==> config.mk <==
export PLATFORM = sky130hd
export DESIGN_NAME = gpio_pin_config_subregs
export DESIGN_NICKNAME = d
export VERILOG_FILES = /design/src/hw/gpio_cfg_pkg.sv /design/src/hw/gpio_pin_config_subregs.sv
export SDC_FILE = /design/constraint.sdc
export NUM_CORES = 1
export LEC_CHECK = 0
export ABC_CLOCK_PERIOD_IN_PS = 5000
export BUFFER_PORTS_ARGS = -buffer_cell sky130_fd_sc_hd__buf_2
export CAP_MARGIN = 5
export CORE_MARGIN = 2
export CORE_UTILIZATION = 40
export CTS_BUF_LIST = sky130_fd_sc_hd__clkbuf_8
export DETAILED_ROUTE_END_ITERATION = 10
export SLEW_MARGIN = 20
export SYNTH_ARGS = -nofsm -noshare
export SYNTH_HDL_FRONTEND = slang
export SYNTH_SLANG_ARGS = --single-unit
==> constraint.sdc <==
create_clock -name core_clk -period 5 [get_ports core_clk]
set_input_delay 0.75 -clock core_clk [delete_from_list [all_inputs] [get_ports core_clk]]
set_output_delay 0.75 -clock core_clk [all_outputs]
set_load 0.02 [all_outputs]
==> src/hw/gpio_cfg_pkg.sv <==
// package: indices, reset values and types for the port pin configuration subregisters
package gpio_cfg_pkg;

	// subregister indices written to the port index register
	localparam logic [7:0] IDX_HIGH_DRIVE  = 8'h04;
	localparam logic [7:0] IDX_STOP_WAKE   = 8'h05;
	localparam logic [7:0] IDX_PULLUP      = 8'h06;
	localparam logic [7:0] IDX_ALT_SEL_ONE = 8'h07;
	localparam logic [7:0] IDX_ALT_SEL_TWO = 8'h08;

	// reset values
	localparam logic [7:0] RST_ZERO        = 8'h00;
	localparam logic [7:0] RST_PULLUP_ABC  = 8'h00;
	localparam logic [7:0] RST_PULLUP_D    = 8'h01;
	localparam logic [7:0] RST_PIN8_PORT_A = 8'h04;
	localparam logic [7:0] RST_INDEX       = 8'h00;
	localparam logic [7:0] RST_GPIO_MODE   = 8'hff;
	localparam logic [2:0] RST_SYNC_FILL   = 3'h0;

	// which port this instance serves
	typedef enum logic [1:0]
	{
		PORT_A = 2'b00,
		PORT_B = 2'b01,
		PORT_C = 2'b10,
		PORT_D = 2'b11
	} port_id_t;

	// package variant
	typedef enum logic [1:0]
	{
		PKG_PIN8  = 2'b00,
		PKG_PIN20 = 2'b01,
		PKG_PIN28 = 2'b10
	} pkg_variant_t;

endpackage : gpio_cfg_pkg

==> src/hw/gpio_pin_config_subregs.sv <==
// pin configuration subregisters 04H..08H of one 8-bit general purpose port
//
// Functional notes
// - index 04H routes control register accesses to the high drive enable subregister.
// - high drive bit 1 selects high output current, 0 standard current.
// - high drive acts on the pin driver, also under alternate functions.
// - index 05H routes control register accesses to the stop wake source subregister.
// - in stop mode any edge on a wake-enabled pin starts recovery.
// - pins with wake source bit 0 never start recovery.
// - index 06H routes control register accesses to the pull-up enable subregister.
// - pull-up bit 1 switches the weak pull-up on, 0 off.
// - pull-up resets to 00H ports A-C, 01H port D, 04H 8-pin port A.
// - index 07H routes control register accesses to the first alternate set subregister.
// - set-1 bit matters only while the pin's alternate function enable is set.
// - index 08H routes control register accesses to the second alternate set subregister.
// - set-2 resets to 00H, except 04H on 8-pin port A.
// - set-2 selection also takes effect only with alternate function enabled.
// - enabled pin combines set-1 and set-2 bits into one of four functions.
// - pin without alternate enable is plain GPIO, selectors ignored.
module gpio_pin_config_subregs
	import gpio_cfg_pkg::*;
#(
	parameter port_id_t     PORT_ID = PORT_A,
	parameter pkg_variant_t VARIANT = PKG_PIN28
)
(
	input  wire logic       core_clk,
	input  wire logic       resetn,
	input  wire logic       index_wr,
	input  wire logic       index_rd,
	input  wire logic       ctl_wr,
	input  wire logic       ctl_rd,
	input  wire logic [7:0] wdata,
	output logic      [7:0] rdata_q,
	input  wire logic [7:0] pin_in,
	input  wire logic [7:0] alt_func_enable,
	input  wire logic       stop_mode,
	output logic            stop_wake_q,
	output logic      [7:0] high_drive_q,
	output logic      [7:0] pullup_q,
	output logic      [7:0] gpio_mode_q,
	output logic      [7:0] alt_choice_one_q,
	output logic      [7:0] alt_choice_two_q
);

	// reset value of the pull-up subregister for this port and variant
	function automatic logic [7:0] pullup_reset(input port_id_t p, input pkg_variant_t v);
		logic [7:0] r;
		r = RST_PULLUP_ABC;
		if (p == PORT_D)
			r = RST_PULLUP_D;
		if (v == PKG_PIN8 && p == PORT_A)
			r = RST_PIN8_PORT_A;
		return r;
	endfunction : pullup_reset

	// reset value of the second alternate set subregister
	function automatic logic [7:0] alt_two_reset(input port_id_t p, input pkg_variant_t v);
		logic [7:0] r;
		r = RST_ZERO;
		if (v == PKG_PIN8 && p == PORT_A)
			r = RST_PIN8_PORT_A;
		return r;
	endfunction : alt_two_reset

	// subregister read mux; indices owned by other blocks read as zero here
	function automatic logic [7:0] sub_read(
		input logic [7:0] idx,
		input logic [7:0] hde,
		input logic [7:0] smre,
		input logic [7:0] pue,
		input logic [7:0] as1,
		input logic [7:0] as2
	);
		logic [7:0] r;
		r = RST_ZERO;
		unique case (idx)
			IDX_HIGH_DRIVE:  r = hde;
			IDX_STOP_WAKE:   r = smre;
			IDX_PULLUP:      r = pue;
			IDX_ALT_SEL_ONE: r = as1;
			IDX_ALT_SEL_TWO: r = as2;
			default:         r = RST_ZERO;
		endcase
		return r;
	endfunction : sub_read

	// true for the indices this block owns; the rest belong to other subregister blocks
	function automatic logic is_owned(input logic [7:0] idx);
		return (idx >= IDX_HIGH_DRIVE) && (idx <= IDX_ALT_SEL_TWO);
	endfunction : is_owned

	localparam logic [7:0] RST_PULLUP  = pullup_reset(PORT_ID, VARIANT);
	localparam logic [7:0] RST_ALT_TWO = alt_two_reset(PORT_ID, VARIANT);

	logic [7:0] index_q;
	logic [7:0] index_d;
	logic [7:0] high_drive_sub_q;
	logic [7:0] high_drive_sub_d;
	logic [7:0] stop_wake_sub_q;
	logic [7:0] stop_wake_sub_d;
	logic [7:0] pullup_sub_q;
	logic [7:0] pullup_sub_d;
	logic [7:0] alt_one_sub_q;
	logic [7:0] alt_one_sub_d;
	logic [7:0] alt_two_sub_q;
	logic [7:0] alt_two_sub_d;
	logic [7:0] rdata_d;

	// register file: index register and the five subregisters
	always_comb
	begin
		index_d          = index_q;
		high_drive_sub_d = high_drive_sub_q;
		stop_wake_sub_d  = stop_wake_sub_q;
		pullup_sub_d     = pullup_sub_q;
		alt_one_sub_d    = alt_one_sub_q;
		alt_two_sub_d    = alt_two_sub_q;
		rdata_d          = rdata_q;
		if (index_wr)
			index_d = wdata;
		// a control write lands only in the subregister the index names
		if (ctl_wr)
		begin
			unique case (index_q)
				IDX_HIGH_DRIVE:  high_drive_sub_d = wdata;
				IDX_STOP_WAKE:   stop_wake_sub_d  = wdata;
				IDX_PULLUP:      pullup_sub_d     = wdata;
				IDX_ALT_SEL_ONE: alt_one_sub_d    = wdata;
				IDX_ALT_SEL_TWO: alt_two_sub_d    = wdata;
				default:         high_drive_sub_d = high_drive_sub_q; // other blocks own it
			endcase
		end
		// read data holds until the next read strobe
		if (index_rd)
			rdata_d = index_q;
		else if (ctl_rd)
			rdata_d = sub_read(index_q, high_drive_sub_q, stop_wake_sub_q,
				pullup_sub_q, alt_one_sub_q, alt_two_sub_q);
	end

	// register file flops; reset values per port and variant
	always_ff @(posedge core_clk or negedge resetn)
	begin
		if (!resetn)
		begin
			index_q          <= RST_INDEX;
			high_drive_sub_q <= RST_ZERO;
			stop_wake_sub_q  <= RST_ZERO;
			pullup_sub_q     <= RST_PULLUP;
			alt_one_sub_q    <= RST_ZERO;
			alt_two_sub_q    <= RST_ALT_TWO;
			rdata_q          <= RST_ZERO;
		end
		else
		begin
			index_q          <= index_d;
			high_drive_sub_q <= high_drive_sub_d;
			stop_wake_sub_q  <= stop_wake_sub_d;
			pullup_sub_q     <= pullup_sub_d;
			alt_one_sub_q    <= alt_one_sub_d;
			alt_two_sub_q    <= alt_two_sub_d;
			rdata_q          <= rdata_d;
		end
	end

	logic [7:0] pin_meta_q;
	logic [7:0] pin_sync_q;
	logic [7:0] pin_prev_q;
	logic [7:0] pin_meta_d;
	logic [7:0] pin_sync_d;
	logic [7:0] pin_prev_d;
	logic       stop_wake_d;
	logic [2:0] sync_fill_q;
	logic [2:0] sync_fill_d;

	// pin synchroniser and stop-mode wake detection; edges seen after two flops
	always_comb
	begin
		pin_meta_d  = pin_in;
		pin_sync_d  = pin_meta_q;
		pin_prev_d  = pin_sync_q;
		// edges count only once all three pin flops hold real samples; their reset
		// zeros would otherwise look like an edge on every pin that idles high
		sync_fill_d = {sync_fill_q[1:0], 1'b1};
		// both edge directions count; disabled pins are masked out
		stop_wake_d = stop_mode && sync_fill_q[2]
			&& |((pin_sync_q ^ pin_prev_q) & stop_wake_sub_q);
	end

	// synchroniser flops
	always_ff @(posedge core_clk or negedge resetn)
	begin
		if (!resetn)
		begin
			pin_meta_q  <= RST_ZERO;
			pin_sync_q  <= RST_ZERO;
			pin_prev_q  <= RST_ZERO;
			sync_fill_q <= RST_SYNC_FILL;
			stop_wake_q <= 1'b0;
		end
		else
		begin
			pin_meta_q  <= pin_meta_d;
			pin_sync_q  <= pin_sync_d;
			pin_prev_q  <= pin_prev_d;
			sync_fill_q <= sync_fill_d;
			stop_wake_q <= stop_wake_d;
		end
	end

	logic [7:0] high_drive_d;
	logic [7:0] pullup_d;
	logic [7:0] gpio_mode_d;
	logic [7:0] alt_choice_one_d;
	logic [7:0] alt_choice_two_d;

	// pad controls; high drive is not gated by alternate enable since it sits at the driver
	always_comb
	begin
		high_drive_d     = high_drive_sub_q;
		pullup_d         = pullup_sub_q;
		gpio_mode_d      = ~alt_func_enable;
		alt_choice_one_d = alt_one_sub_q & alt_func_enable;
		alt_choice_two_d = alt_two_sub_q & alt_func_enable;
	end

	// pad control flops; they follow the subregisters and the alternate enable one cycle later
	always_ff @(posedge core_clk or negedge resetn)
	begin
		if (!resetn)
		begin
			high_drive_q     <= RST_ZERO;
			pullup_q         <= RST_PULLUP;
			gpio_mode_q      <= RST_GPIO_MODE;
			alt_choice_one_q <= RST_ZERO;
			alt_choice_two_q <= RST_ZERO;
		end
		else
		begin
			high_drive_q     <= high_drive_d;
			pullup_q         <= pullup_d;
			gpio_mode_q      <= gpio_mode_d;
			alt_choice_one_q <= alt_choice_one_d;
			alt_choice_two_q <= alt_choice_two_d;
		end
	end
endmodule : gpio_pin_config_subregs

==> metrics.txt <==
number of buffer and inverter instances along the worst setup path 0; global routing usage summed across all routing layers 15.7%; count of different cell masters after synthesis 31; largest net degree at the start of global routing 70; number of top-level pins 80; Synth area leader sky130_fd_sc_hd__dfrtp_1; Finished Layout Cells 519; RSZ-0062 raised after global routing false; share of the synthesized area in the top cell type 64.5%; clock tree from TritonCTS built; arrival time of data at the critical path endpoint 2.59 ns; die width 110 um; kind of path behind the tightest hold check flop to flop; Skew-Pair Late Insertion Delay 0.41 ns; clk sinks 124; Cell Chain, Critical Path nor2b_1 -> nand4_2 -> mux2_2; synthesis-to-layout area growth 19.6%; routed wire length 8.72 mm; maximum buffer depth of the clock tree 2; top cells by area in the synthesized netlist sky130_fd_sc_hd__dfrtp_1 65%, sky130_fd_sc_hd__mux2_2 12%, sky130_fd_sc_hd__dfstp_2 4.7%; vias in the first global route 2661; H-tree level count 4; total via count after detailed routing 2573; Root Buffer sky130_fd_sc_hd__clkbuf_8; DIE AREA 0.0121 mm^2; post-synthesis instance area 0.00450 mm^2; row count 38; time the worst path needs with I/O delays and setup 2.30 ns; leakage power of the design 0.00273 uW; Post-Place Setup Slack 2.69 ns; Ys Warns 0; antenna diode instance count 0; CP max stage delay 0.88 ns; Multi-input gate area 0.00130 mm^2; number of synthesized register bits 124; kind of capture point of the worst setup path flop; Worst Tran Pin Value 1.08 ns; Final Max Tran Viols 0; hold slack 0.335 ns; Routed wire per std cell 16.8 um; kind of critical path flop to flop; Max-cap violations 0; maximum vdd ir drop 0.296 mV; initial antenna violation count 0; clock input transition at the sequential cells of the worst setup and hold paths 0.07 ns; final-layout fill cell count 967; register area 0.00311 mm^2; post-DR vias/cell 4.96; final hold violation count 0; IO buf count 79; Avg Inst Size Synth 16.4 um^2; final net count 397; share of the clock period used by the worst path after layout 46.1%; number of search-and-repair iterations in the first detailed-routing pass 4; layout cells sized above 1 47.2%; cell with the largest stage delay on the worst path sky130_fd_sc_hd__nor2b_1; setup repair bufs after CTS 0; crit path launch type flop; Core Box Area 0.0109 mm^2; DRC errors left 0; status finished clean; Placer Congestion 0.776; PnR worst setup slack 2.70 ns; DIE HEIGHT 110 um; number of clock buffers inserted by TritonCTS 17; Critical Path RT 5.29 ns; ratio of total power to cell area 392 mW/mm^2; # hold bufs at CTS 0; first-pass GRT wire length 13.7 mm; Final setup viols 0; placed instance count 487; number of nets produced by synthesis 306; f_max 434 MHz; initial cell density of the core 41.3%; sum of net half-perimeters after detailed placement 5.95 mm; Post-DRT Antenna Nets 0; critical path's top delay family simple AND/OR/NAND/NOR gates; largest driver fanout on the critical path 12; clock tree skew after final layout 0.0124 ns; Resized cells post-CTS 0; post-synthesis sequential area ratio 69.2%; number of instances in the synthesized netlist 275; headroom to the max-slew limit 27.6%; drt first-iter violations 161; total negative setup slack 0 ns; total grt overflow 0
-- registers in the layout, indices dropped and copies added, names as in the netlist --
| signal | count |
|---|---|
| index_q | 8 |
| high_drive_q | 8 |
| pullup_d | 8 |
| gpio_mode_q | 8 |
| pin_meta_q | 8 |
| alt_choice_two_q | 8 |
| pin_prev_d | 8 |
| pullup_q | 8 |
| pin_prev_q | 8 |
| alt_two_sub_q | 8 |
| stop_wake_q | 1 |
| high_drive_d | 8 |
| sync_fill_q | 3 |
| rdata_q | 8 |
| stop_wake_sub_q | 8 |
| alt_one_sub_q | 8 |
| alt_choice_one_q | 8 |
-- cells in the final DEF (no fill, tap or decap), drive strengths merged, types with 4 or more instances in the layout --
cell type and n:
a21oi 8, a22oi 4, a31oi 8, and2 17, buf 81, clkbuf 19
clkinv 6, dfrtp 116, dfstp 8, inv 14, mux2 48, mux4 8
nand3 9, nand4 4, o22ai 8, xor2 8
-- layout make-up --
| cell class | instances | area share (%) |
|---|---|---|
| sequential | 124 | 57.8 |
| multi-input combinational | 133 | 24.1 |
| timing repair buffer | 81 | 7.67 |
| clock buffer | 19 | 4.86 |
| tap | 140 | 3.25 |
| clock inverter | 13 | 1.67 |
| inverter | 9 | 0.628 |
-- per-stage QoR --
step	instance area [um^2]	power, uW	utilization (%)
after global placement	5030	1360	46.2
final	5380	2110	49.4
after floorplan	4500	1270	-
after detailed placement	5030	1370	46.2
after global routing	5380	2210	49.4
after CTS	5380	2140	49.4
-- worst paths after layout --
path | start | end | slack, ns | cells past startpoint
setup / recovery | index_q[2] | alt_one_sub_q[5] | 2.70 | 3
hold / removal | pin_meta_q[5] | pin_prev_d[5] | 0.34 | 0
setup reg to reg | index_q[2] | alt_one_sub_q[5] | 2.70 | 3
hold reg to reg | pin_meta_q[5] | pin_prev_d[5] | 0.34 | 0
max in group asynchronous | resetn | alt_one_sub_q[4] | 3.34 | 2
min in group asynchronous | resetn | alt_choice_two_q[3] | 0.44 | 1
-- kinds of logic (layout without fill, tap and decap cells) --
kind of cell,Yosys count,in the layout,share of synthesized area (%)
other,1,1,0.0833
flip-flops,124,124,69.2
AO/OA/AOI/OAI,29,29,3.98
XOR/XNOR,8,8,1.56
multiplexers,56,56,16.2
AND/OR/NAND/NOR,39,39,7.01
buffers and inverters,18,122,2.00
-- per-layer routing --
metal | vias to the layer above | global-route usage, % | share of wire [%]
li1 | 1156 | - | -
met1 | 1337 | 20.7 | 43
met2 | 76 | 24.5 | 50
met3 | 4 | 5.70 | 6.0
met4 | 0 | 4.70 | 0.50
met5 | - | 0 | 0
-- where the power goes --
part	total (uW)	switching [uW]	leakage, uW	internal, uW
sequential	1140	58.0	0.00159	1080
combinational	207	116	0.000937	90.6
clock	764	358	0.000201	406
-- Yosys cell counts, drive strengths merged --
cell type / number
buf: 8
a41oi: 1
and2: 17
mux4: 8
xor2: 8
nor4b: 1
nor4: 1
nand4: 4
a22oi: 4
nand2b: 1
or2: 1
a31oi: 8
o22ai: 8
a21oi: 8
nor2b: 3
dfrtp: 116
conb: 1
clkbuf: 1
inv: 9
mux2: 48
nand2: 1
nand3: 9
dfstp: 8
nor2: 1
(Power assumes the default switching activity.)
